### src/csb_pkg.sv
// constants, field layouts and carrier types of the cluster sideband block
// assumes one clock, an AHB-Lite master with word transfers, up to four cores

package csb_pkg;

   // register byte offsets, one word each
   localparam logic [7:0] OFS_SYSCTL0  = 8'h00; // one per core, step 4
   localparam logic [7:0] OFS_AFFIN0   = 8'h10; // one per core, step 4
   localparam logic [7:0] OFS_CFGBASE  = 8'h20;
   localparam logic [7:0] OFS_WIN_CTRL = 8'h24;
   localparam logic [7:0] OFS_WIN_LOW  = 8'h28;
   localparam logic [7:0] OFS_WIN_HIGH = 8'h2C;
   localparam logic [7:0] OFS_STANDBY  = 8'h30;
   localparam logic [7:0] OFS_STEP     = 8'h04;

   // field positions
   localparam int unsigned AFF_CLUSTER_LSB = 8;
   localparam int unsigned BASE_LSB        = 13;
   localparam int unsigned WIN_LSB         = 20;
   localparam int unsigned STBY_WFI_LSB    = 8;
   localparam int unsigned CORES_MAX       = 4;

   // bus encodings
   localparam logic [1:0] HTRANS_NONSEQ = 2'h2;
   localparam logic       HRESP_OKAY    = 1'h0;

   // per-core system control bits, low bits of the register
   typedef struct packed {
      logic smp;            // symmetric mode, never locked
      logic vec_high;       // high vectors
      logic instr_compact;  // compact instruction set on exceptions
      logic nonmask_fast_irq_bit;           // non-maskable fast interrupts
      logic big_endian;     // big-endian exception handling
   } csb_sysctl_type;

   localparam int unsigned SC_W = $bits(csb_sysctl_type);

   // reset strap bundle of one core
   typedef struct packed {
      logic endian;
      logic nonmask_fast_irq_bit;
      logic instr;
      logic vec_high;
   } csb_strap_type;

   // captured address phase
   typedef struct packed {
      logic [7:0] addr;
      logic       write;
   } csb_addr_phase_type;

   typedef enum logic [1:0] {
      ST_RUN,
      ST_WAIT_EVENT,
      ST_WAIT_IRQ
   } csb_core_state_type;

endpackage : csb_pkg

### src/csb_core_standby.sv
// wait-for-event and wait-for-interrupt standby tracker of one core
// assumes request and wake inputs are single-cycle pulses in mclk_i
`timescale 1ns/100ps

module csb_core_standby (
   input  wire logic mclk_i,
   input  wire logic rst_n_i,
   input  wire logic core_in_reset_i,
   input  wire logic wait_for_event_i,
   input  wire logic wait_for_interrupt_i,
   input  wire logic wake_i,
   input  wire logic irq_pending_i,
   output logic      wait_event_standby_o,
   output logic      wait_irq_standby_o
);

   csb_pkg::csb_core_state_type state;
   csb_pkg::csb_core_state_type next_state;
   logic                        event_latch;
   logic                        next_event_latch;

   // next state and event latch; a wake arriving with a consume still sets
   always_comb begin
      next_state       = state;
      next_event_latch = event_latch;
      case (state)
         csb_pkg::ST_RUN: begin
            if (wait_for_interrupt_i) begin
               next_state = csb_pkg::ST_WAIT_IRQ;
            end else if (wait_for_event_i) begin
               if (event_latch) begin
                  next_event_latch = 1'b0; // pending event consumed
               end else begin
                  next_state = csb_pkg::ST_WAIT_EVENT;
               end
            end
         end
         csb_pkg::ST_WAIT_EVENT: begin
            if (wake_i || irq_pending_i) begin
               next_state = csb_pkg::ST_RUN;
            end
         end
         csb_pkg::ST_WAIT_IRQ: begin
            if (irq_pending_i) begin
               next_state = csb_pkg::ST_RUN;
            end
         end
         default: begin
            next_state = csb_pkg::ST_RUN;
         end
      endcase
      if (wake_i && !(state == csb_pkg::ST_WAIT_EVENT)) begin
         next_event_latch = 1'b1;
      end
      if (core_in_reset_i) begin
         next_state       = csb_pkg::ST_RUN;
         next_event_latch = 1'b0;
      end
   end

   // state and indicator flops
   always_ff @(posedge mclk_i or negedge rst_n_i) begin
      if (!rst_n_i) begin
         state                <= csb_pkg::ST_RUN;
         event_latch          <= 1'b0;
         wait_event_standby_o <= 1'b0;
         wait_irq_standby_o   <= 1'b0;
      end else begin
         state                <= next_state;
         event_latch          <= next_event_latch;
         wait_event_standby_o <= next_state == csb_pkg::ST_WAIT_EVENT;
         wait_irq_standby_o   <= next_state == csb_pkg::ST_WAIT_IRQ;
      end
   end
endmodule : csb_core_standby

### src/csb_cluster_sideband.sv
// cluster configuration, security lock and standby sideband with AHB-Lite
// assumes straps and configuration inputs synchronous to mclk_i and a single
// AHB-Lite master doing word transfers; core activity arrives as pulses
`timescale 1ns/100ps

module csb_cluster_sideband #(
   parameter int unsigned NUM_CORES   = 4,
   parameter bit          DUAL_MASTER = 1'b1
) (
   input  wire logic                 mclk_i,
   input  wire logic                 rst_n_i,
   // per-core reset level and reset straps
   input  wire logic [NUM_CORES-1:0] core_in_reset_i,
   input  wire logic [NUM_CORES-1:0] endian_strap_i,
   input  wire logic [NUM_CORES-1:0] nonmask_fast_irq_strap_i,
   input  wire logic [NUM_CORES-1:0] initial_instr_set_strap_i,
   input  wire logic [NUM_CORES-1:0] high_vector_strap_i,
   // static configuration
   input  wire logic [3:0]           cluster_number_in_i,
   input  wire logic                 addr_window_on_i,
   input  wire logic [11:0]          addr_window_low_i,
   input  wire logic [11:0]          addr_window_high_i,
   input  wire logic [18:0]          private_region_base_i,
   // security locks
   input  wire logic                 global_secure_write_lock_i,
   input  wire logic [NUM_CORES-1:0] core_secure_write_lock_i,
   // core activity and events
   input  wire logic                 wake_event_in_i,
   input  wire logic [NUM_CORES-1:0] send_event_instr_i,
   input  wire logic [NUM_CORES-1:0] wait_for_event_i,
   input  wire logic [NUM_CORES-1:0] wait_for_interrupt_i,
   input  wire logic [NUM_CORES-1:0] irq_pending_i,
   output logic      [NUM_CORES-1:0] symmetric_mode_out_o,
   output logic                      send_event_out_o,
   output logic      [NUM_CORES-1:0] wait_event_standby_out_o,
   output logic      [NUM_CORES-1:0] wait_irq_standby_out_o,
   // AHB-Lite slave
   input  wire logic                 hsel_i,
   input  wire logic [31:0]          haddr_i,
   input  wire logic [1:0]           htrans_i,
   input  wire logic                 hwrite_i,
   input  wire logic [2:0]           hsize_i,
   input  wire logic [31:0]          hwdata_i,
   input  wire logic                 hready_i,
   output logic      [31:0]          hrdata_o,
   output logic                      hreadyout_o,
   output logic                      hresp_o
);

   // true when a is the byte offset of register n of a per-core bank
   function automatic logic core_hit(input logic [7:0] a,
                                     input logic [7:0] base,
                                     input int unsigned n);
      core_hit = a == 8'(base + 8'(n) * csb_pkg::OFS_STEP);
   endfunction : core_hit

   // number of set bits in a core vector
   function automatic logic [3:0] count_ones(input logic [NUM_CORES-1:0] v);
      count_ones = 4'h0;
      for (int unsigned i = 0; i < NUM_CORES; i++) begin
         count_ones = count_ones + 4'(v[i]);
      end
   endfunction : count_ones

   csb_pkg::csb_sysctl_type     sysctl      [NUM_CORES];
   csb_pkg::csb_sysctl_type     next_sysctl [NUM_CORES];
   csb_pkg::csb_strap_type      strap       [NUM_CORES];
   csb_pkg::csb_sysctl_type     wr_val;
   csb_pkg::csb_addr_phase_type aphase;
   csb_pkg::csb_addr_phase_type next_aphase;
   logic                        dphase_wr;
   logic                        next_dphase_wr;
   logic                        rd_wait;
   logic                        next_rd_wait;
   logic                        ready_out;
   logic                        next_ready_out;
   logic [31:0]                 rdata;
   logic [31:0]                 next_rdata;
   logic [31:0]                 read_word;
   logic                        win_loaded;
   logic                        win_on;
   logic [11:0]                 win_low;
   logic                        next_win_loaded;
   logic                        next_win_on;
   logic [11:0]                 next_win_low;
   logic [3:0]                  sev_pending;
   logic [3:0]                  next_sev_pending;
   logic                        sev_out;
   logic                        next_sev_out;
   logic                        any_sev;

   // strap bundles per core
   always_comb begin
      for (int unsigned n = 0; n < NUM_CORES; n++) begin
         strap[n] = '{endian:   endian_strap_i[n],
                      nonmask_fast_irq_bit:     nonmask_fast_irq_strap_i[n],
                      instr:    initial_instr_set_strap_i[n],
                      vec_high: high_vector_strap_i[n]};
      end
   end

   // bus side: address phase capture, one wait state on reads
   always_comb begin
      next_aphase    = aphase;
      next_dphase_wr = 1'b0;
      next_rd_wait   = 1'b0;
      next_ready_out = 1'b1;
      next_rdata     = rdata;
      if (rd_wait) begin
         next_rdata = read_word;
      end else if (hsel_i && htrans_i == csb_pkg::HTRANS_NONSEQ
                   && hready_i) begin
         next_aphase = '{addr: haddr_i[7:0], write: hwrite_i};
         if (hwrite_i) begin
            next_dphase_wr = 1'b1;
         end else begin
            next_rd_wait   = 1'b1;
            next_ready_out = 1'b0;
         end
      end
   end

   // bus flops
   always_ff @(posedge mclk_i or negedge rst_n_i) begin
      if (!rst_n_i) begin
         aphase    <= '0;
         dphase_wr <= 1'b0;
         rd_wait   <= 1'b0;
         ready_out <= 1'b1;
         rdata     <= 32'h0000_0000;
      end else begin
         aphase    <= next_aphase;
         dphase_wr <= next_dphase_wr;
         rd_wait   <= next_rd_wait;
         ready_out <= next_ready_out;
         rdata     <= next_rdata;
      end
   end

   // read multiplexer; unmapped words read as zero
   always_comb begin
      read_word = 32'h0000_0000;
      for (int unsigned n = 0; n < NUM_CORES; n++) begin
         if (core_hit(aphase.addr, csb_pkg::OFS_SYSCTL0, n)) begin
            read_word = {{(32 - csb_pkg::SC_W){1'b0}}, sysctl[n]};
         end
         if (core_hit(aphase.addr, csb_pkg::OFS_AFFIN0, n)) begin
            read_word = {20'h0_0000, cluster_number_in_i, 8'(n)};
         end
      end
      case (aphase.addr)
         csb_pkg::OFS_CFGBASE: begin
            read_word = {private_region_base_i, 13'h0000};
         end
         csb_pkg::OFS_WIN_CTRL: begin
            read_word = {31'h0000_0000, win_on};
         end
         csb_pkg::OFS_WIN_LOW: begin
            read_word = {win_low, 20'h0_0000};
         end
         csb_pkg::OFS_WIN_HIGH: begin
            read_word = {addr_window_high_i, 20'h0_0000};
         end
         csb_pkg::OFS_STANDBY: begin
            read_word[NUM_CORES-1:0] = wait_event_standby_out_o;
            read_word[csb_pkg::STBY_WFI_LSB +: NUM_CORES] =
               wait_irq_standby_out_o;
         end
         default: begin
            read_word = read_word;
         end
      endcase
   end

   // per-core control bits: straps during core reset, writes after, lock-guarded except smp
   always_comb begin
      wr_val = csb_pkg::csb_sysctl_type'(hwdata_i[csb_pkg::SC_W-1:0]);
      for (int unsigned n = 0; n < NUM_CORES; n++) begin
         next_sysctl[n] = sysctl[n];
         if (core_in_reset_i[n]) begin
            next_sysctl[n].big_endian    = strap[n].endian;
            next_sysctl[n].nonmask_fast_irq_bit          = strap[n].nonmask_fast_irq_bit;
            next_sysctl[n].instr_compact = strap[n].instr;
            next_sysctl[n].vec_high      = strap[n].vec_high;
            next_sysctl[n].smp           = 1'b0;
         end else if (dphase_wr
                      && core_hit(aphase.addr, csb_pkg::OFS_SYSCTL0, n)) begin
            next_sysctl[n].smp = wr_val.smp;
            if (!global_secure_write_lock_i
                && !core_secure_write_lock_i[n]) begin
               next_sysctl[n].big_endian    = wr_val.big_endian;
               next_sysctl[n].nonmask_fast_irq_bit          = wr_val.nonmask_fast_irq_bit;
               next_sysctl[n].instr_compact = wr_val.instr_compact;
               next_sysctl[n].vec_high      = wr_val.vec_high;
            end
         end
      end
   end

   // control bit flops; straps ignored outside core reset
   always_ff @(posedge mclk_i or negedge rst_n_i) begin
      if (!rst_n_i) begin
         for (int unsigned n = 0; n < NUM_CORES; n++) begin
            sysctl[n] <= '0;
         end
      end else begin
         for (int unsigned n = 0; n < NUM_CORES; n++) begin
            sysctl[n] <= next_sysctl[n];
         end
      end
   end

   // window switch and low bound caught once, in the first cycle after reset release; high bound read live
   always_comb begin
      next_win_loaded = 1'b1;
      next_win_on     = win_on;
      next_win_low    = win_low;
      if (!win_loaded) begin
         next_win_on  = addr_window_on_i && DUAL_MASTER;
         next_win_low = addr_window_low_i;
      end
   end

   always_ff @(posedge mclk_i or negedge rst_n_i) begin
      if (!rst_n_i) begin
         win_loaded <= 1'b0;
         win_on     <= 1'b0;
         win_low    <= 12'h000;
      end else begin
         win_loaded <= next_win_loaded;
         win_on     <= next_win_on;
         win_low    <= next_win_low;
      end
   end

   // send-event queue: one separated output pulse per instruction, up to 15 pending
   always_comb begin
      next_sev_pending = sev_pending;
      next_sev_out     = 1'b0;
      if (sev_pending != 4'h0 && !sev_out) begin
         next_sev_out     = 1'b1;
         next_sev_pending = sev_pending - 4'h1;
      end
      if (5'(next_sev_pending) + 5'(count_ones(send_event_instr_i))
          > 5'h0F) begin
         next_sev_pending = 4'hF; // saturate on a flood
      end else begin
         next_sev_pending = next_sev_pending + count_ones(send_event_instr_i);
      end
   end

   always_ff @(posedge mclk_i or negedge rst_n_i) begin
      if (!rst_n_i) begin
         sev_pending <= 4'h0;
         sev_out     <= 1'b0;
      end else begin
         sev_pending <= next_sev_pending;
         sev_out     <= next_sev_out;
      end
   end

   assign any_sev = wake_event_in_i || (send_event_instr_i != '0);

   // standby trackers, one per core
   for (genvar g = 0; g < NUM_CORES; g++) begin : g_core
      csb_core_standby u_standby (
         .mclk_i               (mclk_i),
         .rst_n_i              (rst_n_i),
         .core_in_reset_i      (core_in_reset_i[g]),
         .wait_for_event_i     (wait_for_event_i[g]),
         .wait_for_interrupt_i (wait_for_interrupt_i[g]),
         .wake_i               (any_sev),
         .irq_pending_i        (irq_pending_i[g]),
         .wait_event_standby_o (wait_event_standby_out_o[g]),
         .wait_irq_standby_o   (wait_irq_standby_out_o[g])
      );
      assign symmetric_mode_out_o[g] = sysctl[g].smp;
   end

   // bus outputs straight from flops, hresp tied to OKAY
   assign hrdata_o         = rdata;
   assign hreadyout_o      = ready_out;
   assign hresp_o          = csb_pkg::HRESP_OKAY;
   assign send_event_out_o = sev_out;
endmodule : csb_cluster_sideband

### config.mk
export PLATFORM = sky130hd
export DESIGN_NAME = csb_cluster_sideband
export DESIGN_NICKNAME = d
export VERILOG_FILES = /design/src/csb_pkg.sv /design/src/csb_core_standby.sv /design/src/csb_cluster_sideband.sv
export SDC_FILE = /design/constraint.sdc
export NUM_CORES = 1
export LEC_CHECK = 0
export BUFFER_PORTS_ARGS = -buffer_cell sky130_fd_sc_hd__buf_2
export CORE_AREA = 2 2 103 105
export CTS_BUF_LIST = sky130_fd_sc_hd__clkbuf_2
export CTS_CLUSTER_SIZE = 16
export DETAILED_ROUTE_END_ITERATION = 8
export DIE_AREA = 0 0 105 107
export PLACE_DENSITY = 0.87
export SYNTH_ARGS = -nofsm -noshare
export SYNTH_HDL_FRONTEND = slang
export SYNTH_SLANG_ARGS = --single-unit
### constraint.sdc
create_clock -name mclk_i -period 2.9 [get_ports mclk_i]
set_clock_uncertainty 0.2 [all_clocks]
set_input_delay 0.29 -clock mclk_i [delete_from_list [all_inputs] [get_ports mclk_i]]
set_output_delay 0.29 -clock mclk_i [all_outputs]
set_load 0.05 [all_outputs]
* Yosys cells after proc, flatten, opt, wreduce, memory -nomap -nowiden
Index checks and enable logic that the tools add are counted.
** Word-level totals
- Output and inout bits :: 47
- Register bits after elaboration :: 102
- Input port bits :: 164
- Word-level logic and storage cells :: 234
** Cells by class
- Mux-type cells :: 83
- Reductions and logical operators :: 64
- $lt $le $gt $ge :: 1
- Bitwise operators :: 1
- Eq/ne operators :: 33
- $add $sub $neg :: 6
** Operator list (count)
- 2-to-1 mux 32 bit :: 7
- case mux 20 bit (4 select lines) :: 1
- 2-to-1 mux 2 bit :: 24
- 2-to-1 mux 5 bit :: 9
- == test 8 x 6 -> 1 bit, second input constant :: 5
- == test 8 x 5 -> 1 bit, second input constant :: 4
- 2-to-1 mux 1 bit :: 29
- 2-to-1 mux 4 bit :: 7
- case mux 2 bit (3 select lines) :: 4
- nonzero test 3 bit :: 8
- == test 2 bit, second input constant :: 9
- == test 2 x 1 -> 1 bit, second input constant :: 8
- == test 8 x 4 -> 1 bit, second input constant :: 2
- nonzero test 2 bit :: 8
- logical AND 1 bit :: 15
- inequality test 3 x 2 -> 1 bit, second input constant :: 4
- case mux 4 bit (3 select lines) :: 1
- AND reduction 3 bit :: 4
- logical NOT 1 bit :: 10
- AND reduction 2 bit :: 5
- == test 8 x 3 -> 1 bit, second input constant :: 1
- logical NOT 2 bit :: 4
- logical NOT 8 bit :: 1
- case mux 4 bit (2 select lines) :: 1
- other kinds (12) :: 17

* Logic depth before layout (Yosys ltp)
- Word-level depth :: 10
- Depth in mapped cells :: 10

* Modules after synthesis
Synthesis repeated with hierarchy kept, for this count alone.
** Unflattened totals
- Cells, all modules :: 463
- Area, all modules :: 4939.7 µm²
** Modules (own cells, without submodules)
- csb_cluster_sideband :: seq. area each 1953.1 µm², cells an instance 391, instances 1, area each 4129.0 µm²
- csb_core_standby :: seq. area each 125.1 µm², cells an instance 18, instances 4, area each 202.7 µm²

* Worst setup path after synthesis
No wires, ideal clock.
- Path type :: input port to flip-flop
- Start point :: input send_event_instr_i[0]
- End point :: register sev_pending[3]
- Slack :: 0.282 ns
- Arrival :: 2.297 ns
- Required time :: 2.579 ns
- Buffers on the path :: 0
- Cell stages on the path :: 7
- Setup time :: 0.121 ns
- Path through :: fa_1 -> ha_1 -> ha_1 -> fa_1 -> or3b_2 -> mux2i_1 -> nand2b_1
** Between the ends
- Longest elaborated chain between the ends :: 6
- Elaborated cells on any way between the ends :: 7
- Those cells by class :: 5 x add/sub; 1 x order compare; 1 x mux
** Ends and longest elaborated chain
- from (decl) :: RTL line csb_cluster_sideband.sv:29 : input wire logic [NUM_CORES-1:0] send_event_instr_i,
- adder 1 x 1 -> 2 bit * :: RTL line csb_cluster_sideband.sv:61 : count_ones = count_ones + 4'(v[i]);
- adder 2 x 1 -> 3 bit * :: RTL line csb_cluster_sideband.sv:61
- adder 3 x 1 -> 4 bit * :: RTL line csb_cluster_sideband.sv:61
- adder 4 x 4 -> 5 bit :: RTL line csb_cluster_sideband.sv:244 : if (5'(next_sev_pending) + 5'(count_ones(send_event_instr_i))
- greater-than comparator 5 x 4 -> 1 bit :: RTL line csb_cluster_sideband.sv:245 : > 5'h0F) begin
- 2-to-1 mux 4 bit * :: RTL line csb_cluster_sideband.sv:244
- named net next_sev_pending[3] :: RTL line csb_cluster_sideband.sv:87 : logic [3:0] next_sev_pending;
- to (signal assigned) :: RTL line csb_cluster_sideband.sv:257 : sev_pending <= next_sev_pending;
- to (decl) :: RTL line csb_cluster_sideband.sv:86 : logic [3:0] sev_pending;
Mark *: on every way through the listed nets, which the timed path passes. The rest lies on a longest branch.
A chain may end at the register's enable or synchronous reset.

* Worst setup path after layout
- Start point :: register aphase[4] (netlist name)
- End point :: register rdata[23] (netlist: hrdata_o[23])
** Between the ends
- Longest elaborated chain between the ends :: 8
- Elaborated cells on any way between the ends :: 17
- Those cells by class :: 10 x eq/ne; 7 x mux
** Ends and longest elaborated chain
- from (decl) :: RTL line csb_cluster_sideband.sv:69 : csb_pkg::csb_addr_phase_type aphase;
- from (signal assigned) :: RTL line csb_cluster_sideband.sv:132 : aphase <= next_aphase;
- == test 8 x 3 -> 1 bit :: RTL line csb_cluster_sideband.sv:54 : core_hit = a == 8'(base + 8'(n) * csb_pkg::OFS_STEP);
- 2-to-1 mux 32 bit :: RTL line csb_cluster_sideband.sv:144 : if (core_hit(aphase.addr, csb_pkg::OFS_SYSCTL0, n)) begin
- 2-to-1 mux 32 bit :: RTL line csb_cluster_sideband.sv:147 : if (core_hit(aphase.addr, csb_pkg::OFS_AFFIN0, n)) begin
- 2-to-1 mux 32 bit :: RTL line csb_cluster_sideband.sv:144
- 2-to-1 mux 32 bit :: RTL line csb_cluster_sideband.sv:147
- 2-to-1 mux 32 bit :: RTL line csb_cluster_sideband.sv:144
- 2-to-1 mux 32 bit :: RTL line csb_cluster_sideband.sv:147
- case mux 20 bit (4 select lines) * :: RTL line csb_cluster_sideband.sv:151 : case (aphase.addr)
- to (signal assigned) :: RTL line csb_cluster_sideband.sv:136 : rdata <= next_rdata;
- to (decl) :: RTL line csb_cluster_sideband.sv:77 : logic [31:0] rdata;
Mark *: on every way between the ends. The rest lies on a longest branch, timed or not.

==> impl_metrics.toml <==
[status]
result_of_the_run = "completed"

[min_path]
worst_hold_path.endpoint = "g_core[2].u_standby.state[0]$_DFF_PN0_"
holdCritPathClass = "input port to register"
min-delay-start = "wait_for_event_i[2]"
timing.hold.worst_path_depth = 4

[synth]
syn-cell-area_sq_um = 4910
yosys.area.top_type_share_pct = 49.4
synth_cell_types = 56
dominant_cells_by_area_after_synthesis = "dfrtp_1 (49%), mux2_2 (12%), mux2i_1 (4.1%)"
synth.top_cells.by_count = "dfrtp_1 (97), mux2_2 (51), inv_1 (33)"
syn-instance-count = 449
seq_area_frac_synth_pct = 49.9
synth.yosys.warnings = 0
synth_async_sr_flop_share_pct = 100
edff_count_synth = 0
syn_area_per_cell_sq_um = 10.9
netlist.top_cell.by_area = "dfrtp_1"
synth.most_common_cell = "dfrtp_1"
postSynthRegisterBits = 98
synthFlopType = "dfrtp_1"

[cts]
clk_root_buffer_cell = "clkbuf_2"
cts.htree.levels = 3
tritoncts = "done"
clock_insertion_delay_worst_skew_ns = 0.56
cts_max_path_buffers = 2
tritoncts_num_sinks = 98
cts.clk_slew.worst_paths_ns = 0.28
cts_buffers = 9
cts_post_setup_buffers_inserted = 0

[timing]
worst_slew_pin_slew_ns = 0.796
final-setup-viol-count = 0
slew_headroom_pct = 46.9
finalSetupTns_ns = 0
hold_viol_final = 0
post-route-min-period_ns = 2.73
rsz_0062_raised_after_global_routing = "no"
timing.fmax_ghz = 0.367
slew_viol_final = 0
min_period_over_period_pct = 94.0

[pwr]
p_sw_uw = 1540
power.density_cell_area_nw_per_um2 = 560
fraction_of_power_consumed_by_sequential_logic_pct = 44.8
p_clk_share_pct = 15.0
combPwrFrac_pct = 40.1
worst_ir_drop_vdd_mv = 0.539
internal_power_uw = 2350
p_leak_uw = 0.00328
total_power_uw = 3890
switching_share_pct = 39.5

[routing]
wl_per_cell_microns = 17.8
ant_nets = 0
drt_first_iter_violations = 244
routed_wirelength_mm = 14.9
remaining_drc_errors = 0
post_drt_via_cell_ratio = 5.41
drt_pass1_iterations = 6
routed-via-count = 4523

[grt]
grt.total_usage_pct = 26.7
grt_pass1_vias = 4782
overflow = 0
wire_length_of_the_first_global_routing_pass_mm = 23.3
largest_net_degree_at_the_start_of_global_routing = 63
grt_antenna_before_repair = 1

[floorplanning]
dieWidth_microns = 105
die_area_sq_um = 11200
floorplan.initialDensity_pct = 48.7
dieHeight_microns = 107
pin_count = 211
std_cell_core_area_sq_um = 10100
core.rowCount = 37

[setup_path]
reg2reg_setup_slack_ns = 0.17
arrival_ns = 3.01
crit_path_max_fanout = 14
reg2regPathDepth = 5
rr_startpoint = "aphase[4]$_DFFE_PN0P_"
reg2reg_to = "hrdata_o[23]$_DFFE_PN0P_"
crit_path_end_kind = "register"
required_time_reported_for_the_critical_path_endpoint_ns = 3.19
path_class = "register to register"
worst_setup_path_start_kind = "register"

[placed_design]
dpl.hpwl_mm = 9.21
buffer_ports.inserted = 151
gp_routability_congestion = 0.919

[finish]
area_growth_syn_to_layout_pct = 41.3
layout-drive-gt1-share_pct = 33.6
finish.net_count = 868

[flow_run]
drv_cap = 0
## timing repair
item / in CTS / in global routing
resized for setup: 0 / 4
endpoints found under the hold margin: 149 / 0
setup endpoints to repair: 0 / 4
hold buffers: 113 / 0
## cells by family after synthesis
kind of cell / count (synthesis) / share of synthesized area, %
AO/OA/AOI/OAI: 83 / 10.8
XOR/XNOR: 1 / 0.178
adder cells (fa/ha/maj): 9 / 2.60
buffers and inverters: 72 / 7.05
flip-flops: 98 / 49.9
multiplexers: 73 / 16.5
other: 2 / 0.153
AND/OR/NAND/NOR: 111 / 12.8
## per-stage QoR
step	utilization [%]	cells	hold slack, ns	setup WS [ns]	instance area [sq um]
3_5_place_dp	56.4	707	0.222	0.00542	5690
4_1_cts	68.5	835	0.00633	0.0210	6910
3_3_place_gp	56.4	707	0.212	0.110	5690
5_1_grt	68.8	836	0.0276	0.0192	6940
6_report	68.8	836	0.0522	0.174	6940
2_1_floorplan	-	453	-0.206	0.282	4930
## how the worst max path moves through the flow
stage	start	to	slack (ns)	cells after the start
after floorplan	send_event_instr_i[0]	sev_pending[3]$_DFF_PN0_	0.28	7
after global placement	send_event_instr_i[0]	sev_pending[3]$_DFF_PN0_	0.11	8
after detailed placement	send_event_instr_i[0]	sev_pending[3]$_DFF_PN0_	0.005	8
after CTS	aphase[5]$_DFFE_PN0P_	sysctl[13]$_DFFE_PN0P_	0.02	5
after global routing	sev_pending[0]$_DFF_PN0_	sev_pending[3]$_DFF_PN0_	0.02	9
final	aphase[4]$_DFFE_PN0P_	hrdata_o[23]$_DFFE_PN0P_	0.17	5
## power by group through the flow
stage / registers (uW) / clock network, uW / logic (uW)
finish: 1740 / 585 / 1560
global route: 1770 / 650 / 1680
CTS: 1730 / 599 / 1500
detailed placement: 1750 / 0 / 1330
global placement: 1730 / 0 / 1280
floorplan: 2000 / 0 / 703
## area by class of cell
class / count / area (sq um)
timing repair buffer: 270 / 1950
clock inverter: 5 / 40.0
fill: 735 / 3150
antenna: 1 / 2.50
multi-input combinational: 283 / 2160
sequential: 98 / 2450
inverter: 33 / 124
clock buffer: 10 / 50.0
tap: 136 / 170
## critical path, stage by stage, from the launching register on
cell	delay [ns]
dfrtp_1	0.58
buf_4	0.27
nor2_1	0.60
a22oi_1	0.22
dlygate4sd3_1	0.62
o22ai_1	0.19
## cell usage in the layout, fill, tap and decap left out, types with 5 or more instances in the layout
| master | instances |
|---|---|
| nand2_1 | 17 |
| buf_4 | 6 |
| nor3_1 | 16 |
| dfrtp_1 | 97 |
| o22ai_1 | 13 |
| clkbuf_2 | 10 |
| nand2b_1 | 7 |
| a21oi_1 | 14 |
| dlygate4sd3_1 | 113 |
| o21ai_0 | 20 |
| inv_1 | 33 |
| ha_1 | 7 |
| conb_1 | 6 |
| a22oi_1 | 16 |
| mux2_2 | 51 |
| mux2i_1 | 20 |
| buf_2 | 150 |
| nor2_1 | 28 |
| nor4b_1 | 5 |
| nand3_1 | 7 |
## sequential cells by signal, indices dropped and copies added (netlist names)
register	cells
hrdata_o	28
sysctl	16
win_low	12
aphase	8
g_core.u_standby.state	8
g_core.u_standby.event_latch	4
g_core.u_standby.wait_event_standby_o	4
g_core.u_standby.wait_irq_standby_o	4
sev_pending	4
symmetric_mode_out_o	4
dphase_wr	1
hreadyout_o	1
rd_wait	1
send_event_out_o	1
win_loaded	1
win_on	1
## routing by layer
metal	track usage, %	vias up	part of all wire (%)
li1	-	2071	-
met1	30.3	2195	38
met2	47.7	199	52
met3	5.53	58	5.6
met4	13.8	0	4.6
met5	0	-	0
No activity file was read; power rests on OpenSTA's default activity.
